`src/logic/hop_mod_map.svh`:
```
// constants for the hopping and on/off modulation controller
// assumes a 40 MHz mclk; included by bare name
`ifndef HOP_MOD_MAP_SVH
`define HOP_MOD_MAP_SVH
`define CLK_HZ          40000000
`define NUM_CHAN        50
`define CHAN_STEP_KHZ   500
`define CHAN_BASE_KHZ   903000
`define DWELL_MS        300
`define DWELL_CYC       ((`DWELL_MS * (`CLK_HZ / 1000)))
`define LFSR_W          7
`define LFSR_SEED       7'h01
`define LFSR_TAP        7'h60
`define SYN_WORD_W      20
`define SYN_HALF_CYC    4
`define NUM_ANT         9
`define CLK_ON_CYC      400
`define CLK_OFF_CYC     400
`define ZERO_ON_CYC     400
`define ZERO_OFF_CYC    800
`define ONE_ON_CYC      800
`define ONE_OFF_CYC     400
`endif

```
`src/logic/hop_mod_pkg.sv`:
```
// types shared by the hopping and modulation controller
// assumes nothing beyond a SystemVerilog compiler
package hop_mod_pkg;
  // transmit symbol kinds
  typedef enum logic [1:0] {
    SYM_CLOCK = 2'h0,
    SYM_ZERO  = 2'h1,
    SYM_ONE   = 2'h2
  } sym_e;
  // modulator states, one-hot
  typedef enum logic [2:0] {
    MOD_IDLE = 3'h1,
    MOD_ON   = 3'h2,
    MOD_OFF  = 3'h4
  } mod_st_e;
  // synthesizer loader states, one-hot
  typedef enum logic [2:0] {
    SYN_IDLE = 3'h1,
    SYN_SHIFT = 3'h2,
    SYN_LATCH = 3'h4
  } syn_st_e;
endpackage

```
`src/logic/hop_mod_ctrl.sv`:
```
// hopping channel selection, synthesizer loading and on/off modulation
// assumes synchronous inputs on a 40 MHz mclk and a processor that feeds symbols
// no clock enable: every register updates on every rising mclk edge
// Operation
// - fifty channels, 0.5 MHz apart from 903 MHz
// - dwell 300 ms per channel
// - channel is seven-bit LFSR modulo fifty
// - LFSR steps from reset without pause
// - amplifier off until host transmit command
// - load synthesizer at reset and each hop
// - three symbols: clock, zero, one
// - one binary pulse: high on, low off
// - modulate while amplifier on unless unmodulated mode selected
// - keep hopping while carrier unmodulated
// - symbol order only from processor input
// - gaps between frames may vary
// - tag reply is one comparator bit
// - select one of nine antenna ports
`timescale 1ns/1ps
`include "hop_mod_map.svh"
module hop_mod_ctrl
  import hop_mod_pkg::*;
#(
  parameter int DWELL_CYC = `DWELL_CYC,
  parameter int CLK_ON    = `CLK_ON_CYC,
  parameter int CLK_OFF   = `CLK_OFF_CYC,
  parameter int ZERO_ON   = `ZERO_ON_CYC,
  parameter int ZERO_OFF  = `ZERO_OFF_CYC,
  parameter int ONE_ON    = `ONE_ON_CYC,
  parameter int ONE_OFF   = `ONE_OFF_CYC
) (
  // clock and reset
  input  wire logic                   mclk,
  input  wire logic                   rst_n,
  // host controls
  input  wire logic                   tx_cmd,
  input  wire logic                   tx_stop,
  input  wire logic                   unmod_sel,
  input  wire logic [3:0]             ant_sel,
  // symbol stream from the processor
  input  wire logic                   sym_valid,
  input  wire hop_mod_pkg::sym_e      sym_code,
  output logic                        sym_ready,
  // tag reply comparator
  input  wire logic                   tag_cmp,
  output logic                        tag_bit,
  // synthesizer serial port
  output logic                        syn_clk,
  output logic                        syn_data,
  output logic                        syn_le,
  // rf chain
  output logic                        pa_en,
  output logic                        rf_mod,
  output logic [8:0]                  ant_en,
  // status
  output logic [5:0]                  chan_num,
  output logic [19:0]                 chan_khz,
  output logic                        hop_pulse
);
  // dwell counter width follows the dwell length; symbol counters are 16 bits
  // so symbol phases up to 65535 cycles fit
  localparam int CW = $clog2(DWELL_CYC + 1);
  localparam int SW = 16;

  // one packed struct keeps every register under a single reset
  // whole module state
  typedef struct packed {
    logic [`LFSR_W-1:0]     lfsr;     // free-running sequence
    logic [CW-1:0]          dwell;    // cycles left on channel
    logic [5:0]             chan;     // channel 1..50
    logic [19:0]            khz;      // centre frequency in kHz
    logic                   hop;      // one-cycle hop marker
    syn_st_e                syn_st;   // loader state
    logic [`SYN_WORD_W-1:0] syn_sh;   // shift word
    logic [4:0]             syn_bits; // bits left
    logic [2:0]             syn_div;  // serial clock divider
    logic                   syn_ck;
    logic                   syn_d;
    logic                   syn_l;
    logic                   pa;       // amplifier power
    mod_st_e                mod_st;   // modulator state
    logic [SW-1:0]          mcnt;     // phase count
    logic [SW-1:0]          off_len;  // off time of current symbol
    logic                   rf;       // modulation pulse
    logic                   tag;      // registered comparator
    logic [8:0]             ant;      // antenna one-hot
  } st_s;
  st_s cur_ff, nxt_ff;

  logic   fb;         // lfsr feedback
  logic   buf_valid;  // buffered symbol waiting
  logic   buf_pop;    // modulator takes a symbol
  logic [1:0] buf_code;
  logic [6:0] resid;  // lfsr mod 50

  // per-port decode of the antenna index; one compare per port
  logic [`NUM_ANT-1:0] ant_hit; // port k addressed
  genvar gi;
  generate
    for (gi = 0; gi < `NUM_ANT; gi++) begin : g_ant
      assign ant_hit[gi] = (ant_sel == 4'(gi));
    end
  endgenerate

  // two-entry buffer so a busy modulator loses no symbol
  sym_buf #(.W(2)) u_buf (
    .mclk      (mclk),
    .rst_n     (rst_n),
    .in_valid  (sym_valid),
    .in_data   (sym_code),
    .in_ready  (sym_ready),
    .out_valid (buf_valid),
    .out_data  (buf_code),
    .out_ready (buf_pop)
  );

  // symbols wait in the buffer while the amplifier is off or unmodulated
  // modulator pops only when idle and transmitting in modulated mode
  assign buf_pop = buf_valid && (cur_ff.mod_st == MOD_IDLE) && cur_ff.pa && !unmod_sel;

  // next-state logic for hopping, loading and modulating
  always_comb begin
    // every field holds unless a branch below changes it
    nxt_ff = cur_ff;
    nxt_ff.hop = 1'b0;
    // xnor-free fibonacci taps 7,6 give a 127-state sequence
    fb = ^(cur_ff.lfsr & `LFSR_TAP);
    nxt_ff.lfsr = {cur_ff.lfsr[`LFSR_W-2:0], fb};
    // an all-zero register would freeze the sequence; reseed instead
    if (cur_ff.lfsr == '0) begin
      nxt_ff.lfsr = `LFSR_SEED;
    end
    // residue 0..49 picks channel 1..50
    resid = cur_ff.lfsr;
    // a 7-bit value is below 150, so one subtraction of 100 or 50 is enough
    if (resid >= 7'd100) begin
      resid = resid - 7'd100;
    end else if (resid >= 7'd50) begin
      resid = resid - 7'd50;
    end
    // dwell timer keeps running in every mode, so hopping never stops
    if (cur_ff.dwell == '0) begin
      nxt_ff.dwell = CW'(DWELL_CYC - 1);
      nxt_ff.chan  = 6'(resid) + 6'h01;
      nxt_ff.khz   = 20'(`CHAN_BASE_KHZ + 32'(resid) * `CHAN_STEP_KHZ);
      nxt_ff.hop   = 1'b1;
    end else begin
      // count down to the next hop
      nxt_ff.dwell = cur_ff.dwell - CW'(1);
    end
    // synthesizer loader; a hop aborts any unfinished load and restarts
    case (cur_ff.syn_st)
      SYN_IDLE: begin
        // nothing to send; latch enable stays low
        nxt_ff.syn_l = 1'b0;
      end
      SYN_SHIFT: begin
        // divide mclk down to the serial clock and move one bit per period
        nxt_ff.syn_div = cur_ff.syn_div + 3'h1;
        if (cur_ff.syn_div == 3'(`SYN_HALF_CYC - 1)) begin
          nxt_ff.syn_div = 3'h0;
          nxt_ff.syn_ck  = ~cur_ff.syn_ck;
          // data moves on the falling edge, synthesizer samples on rising
          if (cur_ff.syn_ck) begin
            if (cur_ff.syn_bits == 5'h0) begin
              nxt_ff.syn_st = SYN_LATCH;
              nxt_ff.syn_l  = 1'b1;
            end else begin
              nxt_ff.syn_d    = cur_ff.syn_sh[`SYN_WORD_W-1];
              nxt_ff.syn_sh   = {cur_ff.syn_sh[`SYN_WORD_W-2:0], 1'b0};
              nxt_ff.syn_bits = cur_ff.syn_bits - 5'h1;
            end
          end
        end
      end
      SYN_LATCH: begin
        // one-cycle latch pulse copies the word into the synthesizer
        nxt_ff.syn_l  = 1'b0;
        nxt_ff.syn_st = SYN_IDLE;
      end
      default: begin
        // illegal code: return to idle
        nxt_ff.syn_st = SYN_IDLE;
      end
    endcase
    // a fresh hop wins over the loader: the newest channel is what counts
    // the word is the new centre frequency, sent msb first
    if (nxt_ff.hop) begin
      nxt_ff.syn_st   = SYN_SHIFT;
      nxt_ff.syn_sh   = nxt_ff.khz;
      nxt_ff.syn_bits = 5'(`SYN_WORD_W);
      nxt_ff.syn_div  = 3'h0;
      nxt_ff.syn_ck   = 1'b0;
      nxt_ff.syn_l    = 1'b0;
    end
    // amplifier power: stop wins over a simultaneous transmit command
    // pa_en is a level; a host command of one cycle or longer is enough
    if (tx_stop) begin
      nxt_ff.pa = 1'b0;
    end else if (tx_cmd) begin
      nxt_ff.pa = 1'b1;
    end
    // modulator: each symbol is an on phase then an off phase
    // limitation: durations are fixed at build time, not run-time settings
    case (cur_ff.mod_st)
      MOD_IDLE: begin
        // idle level is carrier on; gaps follow processor latency
        nxt_ff.rf = 1'b1;
        if (buf_pop) begin
          nxt_ff.mod_st = MOD_ON;
          // code 3 is unused and plays as a clock
          case (buf_code)
            SYM_ZERO: begin
              nxt_ff.mcnt    = SW'(ZERO_ON - 1);
              nxt_ff.off_len = SW'(ZERO_OFF - 1);
            end
            SYM_ONE: begin
              nxt_ff.mcnt    = SW'(ONE_ON - 1);
              nxt_ff.off_len = SW'(ONE_OFF - 1);
            end
            default: begin
              nxt_ff.mcnt    = SW'(CLK_ON - 1);
              nxt_ff.off_len = SW'(CLK_OFF - 1);
            end
          endcase
        end
      end
      MOD_ON: begin
        // carrier on for the symbol's on time
        nxt_ff.rf = 1'b1;
        if (cur_ff.mcnt == '0) begin
          nxt_ff.mod_st = MOD_OFF;
          nxt_ff.mcnt   = cur_ff.off_len;
          nxt_ff.rf     = 1'b0;
        end else begin
          nxt_ff.mcnt = cur_ff.mcnt - SW'(1);
        end
      end
      MOD_OFF: begin
        // carrier off; this gap and the on time together tell the tag the symbol
        nxt_ff.rf = 1'b0;
        if (cur_ff.mcnt == '0) begin
          nxt_ff.mod_st = MOD_IDLE;
          nxt_ff.rf     = 1'b1;
        end else begin
          nxt_ff.mcnt = cur_ff.mcnt - SW'(1);
        end
      end
      default: begin
        // illegal code: back to idle with carrier on
        nxt_ff.mod_st = MOD_IDLE;
        nxt_ff.rf     = 1'b1;
      end
    endcase
    // unmodulated mode or amplifier off aborts any symbol: steady carrier
    if (unmod_sel || !nxt_ff.pa) begin
      nxt_ff.mod_st = MOD_IDLE;
      nxt_ff.rf     = 1'b1;
    end
    // comparator bit is taken straight, already synchronous
    // limitation: no filtering; decoding tag replies is the processor's job
    nxt_ff.tag = tag_cmp;
    // one antenna port; codes above eight keep the current port
    if (|ant_hit) begin
      nxt_ff.ant = ant_hit;
    end
  end

  // state register; reset forces an immediate hop, so the first load starts at once
  // carrier idles on after reset so tags in the field stay powered
  always_ff @(posedge mclk) begin
    if (!rst_n) begin
      cur_ff        <= '0;
      cur_ff.lfsr   <= `LFSR_SEED;
      cur_ff.syn_st <= SYN_IDLE;
      cur_ff.mod_st <= MOD_IDLE;
      cur_ff.rf     <= 1'b1;
      cur_ff.ant    <= 9'h001;
      cur_ff.chan   <= 6'h01;
      cur_ff.khz    <= 20'(`CHAN_BASE_KHZ);
    end else begin
      cur_ff <= nxt_ff;
    end
  end

  // outputs straight from state flip-flops
  // nothing combinational reaches a pin, so the rf chain sees clean edges
  assign tag_bit   = cur_ff.tag;
  assign syn_clk   = cur_ff.syn_ck;
  assign syn_data  = cur_ff.syn_d;
  assign syn_le    = cur_ff.syn_l;
  assign pa_en     = cur_ff.pa;
  assign rf_mod    = cur_ff.rf;
  assign ant_en    = cur_ff.ant;
  assign chan_num  = cur_ff.chan;
  assign chan_khz  = cur_ff.khz;
  assign hop_pulse = cur_ff.hop;
endmodule

```
`src/logic/sym_buf.sv`:
```
// two-entry buffer for symbol codes between the processor and the modulator
// assumes one clock; valid/ready handshakes on both sides
`timescale 1ns/1ps
module sym_buf #(
  parameter int W = 2
) (
  // clock and reset
  input  wire logic         mclk,
  input  wire logic         rst_n,
  // fill side
  input  wire logic         in_valid,
  input  wire logic [W-1:0] in_data,
  output logic              in_ready,
  // drain side
  output logic              out_valid,
  output logic [W-1:0]      out_data,
  input  wire logic         out_ready
);
  typedef struct packed {
    logic [1:0][W-1:0] mem;   // two entries
    logic              wp;    // write slot
    logic              rp;    // read slot
    logic [1:0]        cnt;   // fill level 0..2
    logic [W-1:0]      dout;  // registered head
    logic              rdy;   // registered room flag, drives in_ready
    logic              vld;   // registered data flag, drives out_valid
  } buf_s;
  buf_s cur_ff, nxt_ff;
  logic push, pop;

  // handshakes and next state; head data always comes from a register
  always_comb begin
    nxt_ff = cur_ff;
    push   = in_valid && (cur_ff.cnt != 2'h2);
    pop    = out_ready && (cur_ff.cnt != 2'h0);
    if (push) begin
      nxt_ff.mem[cur_ff.wp] = in_data;
      nxt_ff.wp             = ~cur_ff.wp;
    end
    if (pop) begin
      nxt_ff.rp = ~cur_ff.rp;
    end
    nxt_ff.cnt  = cur_ff.cnt + {1'b0, push} - {1'b0, pop};
    nxt_ff.dout = nxt_ff.mem[nxt_ff.rp];
    nxt_ff.rdy  = (nxt_ff.cnt != 2'h2);
    nxt_ff.vld  = (nxt_ff.cnt != 2'h0);
  end

  // state register
  always_ff @(posedge mclk) begin
    if (!rst_n) begin
      cur_ff     <= '0;
      cur_ff.rdy <= 1'b1;
    end else begin
      cur_ff <= nxt_ff;
    end
  end

  assign in_ready  = cur_ff.rdy;
  assign out_valid = cur_ff.vld;
  assign out_data  = cur_ff.dout;
endmodule

```
`config.mk`:
```
export PLATFORM = sky130hd
export DESIGN_NAME = hop_mod_ctrl
export DESIGN_NICKNAME = d
export VERILOG_FILES = /design/src/logic/hop_mod_pkg.sv /design/src/logic/hop_mod_ctrl.sv /design/src/logic/sym_buf.sv
export VERILOG_INCLUDE_DIRS = /design/src /design/src/logic
export SDC_FILE = /design/constraint.sdc
export NUM_CORES = 1
export LEC_CHECK = 0
export ABC_AREA = 1
export BUFFER_PORTS_ARGS = -buffer_cell sky130_fd_sc_hd__clkbuf_2
export CAP_MARGIN = 20
export CORE_AREA = 3 3 140 142
export CTS_BUF_LIST = sky130_fd_sc_hd__clkbuf_8
export DETAILED_ROUTE_END_ITERATION = 10
export DIE_AREA = 0 0 143 145
export SYNTH_ARGS = -nofsm -noshare
export SYNTH_HDL_FRONTEND = slang
export SYNTH_SLANG_ARGS = --single-unit
```
`constraint.sdc`:
```
create_clock -name mclk -period 6.2 [get_ports mclk]
set_input_delay 0.62 -clock mclk [delete_from_list [all_inputs] [get_ports mclk]]
set_output_delay 0.62 -clock mclk [all_outputs]
set_load 0.1 [all_outputs]
```
---- Yosys cells after proc, flatten, opt, wreduce, memory -nomap -nowiden ----
Index checks and enable logic that the tools add are counted.
word-level totals
  bits in registers ....................... 151
cells by class
  $add $sub $neg .......................... 10
  multiply operators ...................... 1
  $lt $le $gt $ge ......................... 5
  eq/ne operators ......................... 31
  multiplexer cells ....................... 35
  bitwise operators ....................... 6
  reduce and logical (&&, ||, !) cells .... 37
operators with widths
  operator                count
  $pmux 26 s2             1
  $pmux 16 s3             1
  $mux 35                 1
  $mux 34                 1
  $mux 16                 2
  $mux 31                 1
  $mux 30                 1
  $mux 28                 1
  $mux 25                 1
  $logic_not 24->1        1
  $mux 24                 1
  $sub 24x1->24 const B   1
  $mux 21                 1
  $add 20x16->20 const A  1
  $ne 2x2->1 const B      10
  $reduce_and 4->1        5
  $eq 4x3->1 const B      4
  $logic_not 16->1        1
  $sub 16x1->16 const B   1
  $mul 7x7->14 const B    1
  $mux 7                  2
  $reduce_bool 2->1       6
  $reduce_or 2->1         5
  $eq 3x2->1 const B      3
  other kinds (41)        72

---- Logic depth before layout (Yosys ltp) ----
  word-level depth ........................ 8
  gate-level depth with buffers ........... 35
  depth with buffers taken out ............ 35

---- By module ----
From an unflattened synthesis, not the netlist that was laid out.
unflattened totals
  cell total of the unflattened synthesis .. 1112
  area total of the unflattened synthesis .. 8264.2 um2
modules (own cells, without submodules)
  module        instances  cells an instance  area an instance (um2)  sequential area each (um2)
  hop_mod_ctrl  1          1022               7658.6                  2522.4
  sym_buf       1          90                 605.6                   240.2

---- Worst setup path before layout ----
Ideal clock, no wire load.
  path kind ............................... register to register
  start ................................... register cur_ff[135] (netlist bit)
  end ..................................... register cur_ff[73] (netlist bit)
  setup time .............................. 0.113 ns
  arrival time ............................ 4.985 ns
  path slack .............................. 1.101 ns
  cell stages (with the launch flop) ...... 31
  buffers on the path ..................... 0
  period minus slack after synthesis ...... 5.099 ns
  cells stage by stage .................... dfxtp_1 -> inv_1 -> ha_1 -> nand3_2 -> nor2_4 -> nor2_8 -> nand2_1 -> o22ai_2 -> xor2_1 -> ha_1 -> fa_1 -> inv_1 -> fa_1 -> fa_1 -> inv_1 -> ha_1 -> nand2_1 -> nand2_1 -> inv_1 -> nand2_1 -> nand2_1 -> nand2_2 -> nand2_4 -> nor2_4 -> nand2_2 -> nand3_2 -> nand2_1 -> nand2_1 -> nand2_1 -> nand3_1 -> nand2_1
between the ends
  word-level cells in the longest chain between the ends .. 7
  elaborated cells between the ends (all ways) .. 10
  those cells by class .................... add/sub (3); mul (1); order compare (2); mux (4)
ends and longest elaborated chain
  element                                    RTL line                                  source
  start: declaration                         hop_mod_ctrl.sv:88                        st_s cur_ff, nxt_ff;
  start signal: assignment                   hop_mod_ctrl.sv:282                       cur_ff <= nxt_ff;
  $sub 7x6->7 or $ge 7x6->1 (tied branches)  hop_mod_ctrl.sv:139, hop_mod_ctrl.sv:138
  $mux 7                                     hop_mod_ctrl.sv:138                       end else if (resid >= 7'd50) begin
  $mux 7 *                                   hop_mod_ctrl.sv:136                       if (resid >= 7'd100) begin
  $mul 7x7->14 (no line) *                   -
  $add 20x16->20 (no line) *                 -
  $mux 21 *                                  hop_mod_ctrl.sv:142                       if (cur_ff.dwell == '0) begin
  $mux 31 *                                  hop_mod_ctrl.sv:188                       if (nxt_ff.hop) begin
Mark *: on every way between the ends. The rest lies on a longest branch, timed or not.
A chain may end at the register's enable or synchronous reset.

---- Worst setup path in the final report ----
  start ................................... register cur_ff[134] (netlist bit)
  end ..................................... register cur_ff[73] (netlist bit)
Same word-level chain as after synthesis.

==> impl_metrics.yaml <==
routing:
  wl_mm: 17.4
  drt-wirelength-per-cell_um: 12.7
  vias: 6574
  drtIter0Drc: 308
  drc: 0
  first_pass_iters: 5
  vias_per_cell: 4.80
  drtAntennaViolNets: 0
die:
  core_area_um2: 18600
  fp.dieH_um: 145
  start_util: 0.443
  die_area_um2: 20700
  die_w_um: 143
  rows: 50
  io_pins: 56
sta:
  fin_crit_sh: 0.879
  timing.fmax_mhz: 183
  slew_viol_final: 0
  setup_ws_ns: 0.747
  fin_skew_ns: 0.0132
  setup_viol: 0
  fin_tns_setup_ns: 0
  max-slew-margin-rel: 0.512
  rsz0062_at_grt: "false"
  tightest_slew_ns: 0.730
  hold_viol_final: 0
  min_period_ns: 5.45
logic_synthesis:
  ys_seq_area_frac: 0.336
  synth_cell_types: 57
  synth_ff_type: "dfxtp_1"
  yosys.area.top_type_share: 0.336
  synth.cell_area_um2: 8230
  synth_nets: 1182
  synth.avg_cell_area_um2: 7.47
  synth_edf_count: 0
  async_flop_share: 0
  yosysTopAreaCell: "dfxtp_1"
  synthTopCellsByCount: "nand2_1 (235), inv_1 (156), dfxtp_1 (138), nor2_1 (101), a21oi_1 (62)"
  synth_seq_cells: 138
  ys_warn_count: 0
  postSynthCellCount: 1102
  synth.most_common_cell: "nand2_1"
  synth_area_leaders: "dfxtp_1 (34%), nand2_1 (11%), ha_1 (7.5%), inv_1 (7.1%), nor2_1 (4.6%)"
layout:
  area_growth_pct: 7.62
  diodes: 0
  fin_area_um2: 8850
  fill_cells: 1873
  stdcell_count: 1369
  fin_nets: 1204
  drive_gt1_frac: 0.149
global_route:
  grt_max_degree: 36
  grt_pass1_vias: 6215
  grt_overflow_total: 0
  grt_pass1_wl_mm: 29.7
  grt_antenna_before_repair: 0
  gr-usage-all-layers: 0.174
power:
  peakVddDrop_mv: 0.265
  power.switching_w: 0.00152
  power.share.sequential: 0.343
  p_comb_frac: 0.430
  powerDensity_nw_per_um2: 388
  switching_share: 0.443
  internal_power_w: 0.00192
  p_clk_frac: 0.227
  p_leak_nw: 4.37
outcome:
  run_status: "finished, final reports clean"
clock_network:
  cts_setup_buffers: 0
  h-tree-depth: 4
  cts_resized: 0
  hold_buffers: 0
  cts_tree: "built"
  cts_sinks: 138
  cts_inserted_buffers: 17
  clock-root-buffer: "clkbuf_8"
  path_clk_slew_ns: 0.08
  insertion_delay_ns: 0.44
  cts.path.max_buffers: 2
worst_setup_path:
  crit_path_start_kind: "register"
  path_max_fanout: 8
  slowest_stage: "fa_1"
  max_stage_delay_ns: 0.58
  path_buf_inv: 5
  end_kind: "register"
  crit_top_cell: "nand2_1"
  critPathKind: "register to register"
  cp.arrival_ns: 5.79
  critPathTopFamily: "adder cells"
  worstPathRequired_ns: 6.53
flow_run:
  maxCapViolations: 0
placed_design:
  post_dp_cell_area_um2: 8440
  place_ws_ns: 0.767
  gp_congestion: 0.880
  portBuffers: 55
  dp_cells: 1339
  dpl.hpwl_mm: 13.1
min_path:
  hp-class: "primary input to register"
==> metal layers <==
| metal | wire, um | up-vias | track usage |
|---|---|---|---|
| met1 | 8720 | 2986 | 0.241 |
| met2 | 7960 | 89 | 0.280 |
| met5 | 0 | - | 0 |
| met4 | 86 | 0 | 0.0394 |
| met3 | 599 | 6 | 0.0343 |
| li1 | - | 3493 | - |
==> worst reg2reg max path, delay by kind of cell, from the launching register on <==
family                   cells  cell delay [ns]
buffers and inverters        5             0.62
adder cells (fa/ha/maj)      6             2.43
XOR/XNOR                     1             0.35
AO/OA/AOI/OAI                2             0.36
flip-flops                   1             0.34
AND/OR/NAND/NOR             14             1.25
==> registers in the layout, summed over array words and instances (netlist names) <==
signal and cells:
ant_en 9, chan_khz 20, chan_num 6, cur_ff 84, hop_pulse 1, pa_en 1
rf_mod 1, syn_clk 1, syn_data 1, syn_le 1, tag_bit 1, u_buf.cur_ff 8
u_buf.in_ready 1, u_buf.out_data 2, u_buf.out_valid 1
==> through the flow <==
step,power (W),util,hold slack [ns]
3_3_place_gp,0.00267,0.454,0.415
6_report,0.00344,0.477,0.363
4_1_cts,0.00348,0.477,0.334
3_5_place_dp,0.00268,0.454,0.417
5_1_grt,0.00371,0.477,0.348
2_1_floorplan,0.00247,-,0.409
==> logic make-up after synthesis <==
family	after synthesis	share of synthesized area
and+or+nand+nor	484	0.273
buffers and inverters	223	0.124
AOI/OAI and AO/OA	149	0.104
DFF	138	0.336
adders and majority gates	67	0.118
xor gates and xnor gates	39	0.0433
muxes	2	0.00243
==> layout make-up <==
| cell class | instances | area (um^2) | area share |
|---|---|---|---|
| multi-input cells | 741 | 4450 | 0.502 |
| clock inverters | 10 | 141 | 0.0160 |
| inverters | 167 | 631 | 0.0712 |
| clock buffers | 20 | 275 | 0.0311 |
| repair buffers | 59 | 305 | 0.0345 |
| well taps | 234 | 293 | 0.0331 |
| flip-flops and latches | 138 | 2760 | 0.312 |
==> power by group through the flow <==
stage	combinational, W	sequential (W)	clock [W]
finish	0.00148	0.00118	0.000782
global route	0.00166	0.00120	0.000848
CTS	0.00149	0.00118	0.000804
detailed placement	0.00148	0.00120	0
global placement	0.00148	0.00120	0
floorplan	0.00129	0.00118	0
==> layout by cell type, fill, tap and decap left out, types with 4 or more instances in the layout <==
master    synthesis  routed
dfxtp_1         138     138
clkbuf_2          0      55
o211ai_1          8       8
nand2_1         235     235
nand2_2          13      13
o21ai_1          14      14
or2_2             8       8
nand3_2          10      10
nor2_4            5       5
or2_1             4       4
a21oi_1          62      62
ha_1             49      49
buf_4            35       4
fa_1             18      18
inv_2             9       9
nor2_2           16      16
xor2_1           22      22
nor3_1           11      11
nor2_1          101     101
nand3b_1          4       4
a31oi_1           5       5
nand3_1          58      58
clkbuf_8          0      20
inv_1           156     156
nand4_1           4       4
o21ai_0          37      37
xnor2_1          15      15
o21a_1            5       5
==> final timing paths <==
path | end | cells after the start | start | slack (ns)
hold reg to reg | chan_khz[1] | 2 | chan_khz[1] | 0.43
setup / recovery | cur_ff[73] | 28 | cur_ff[134] | 0.75
setup reg to reg | cur_ff[73] | 28 | cur_ff[134] | 0.75
hold / removal | tag_bit | 3 | tag_cmp | 0.36
No activity file was read; power rests on OpenSTA's default activity.
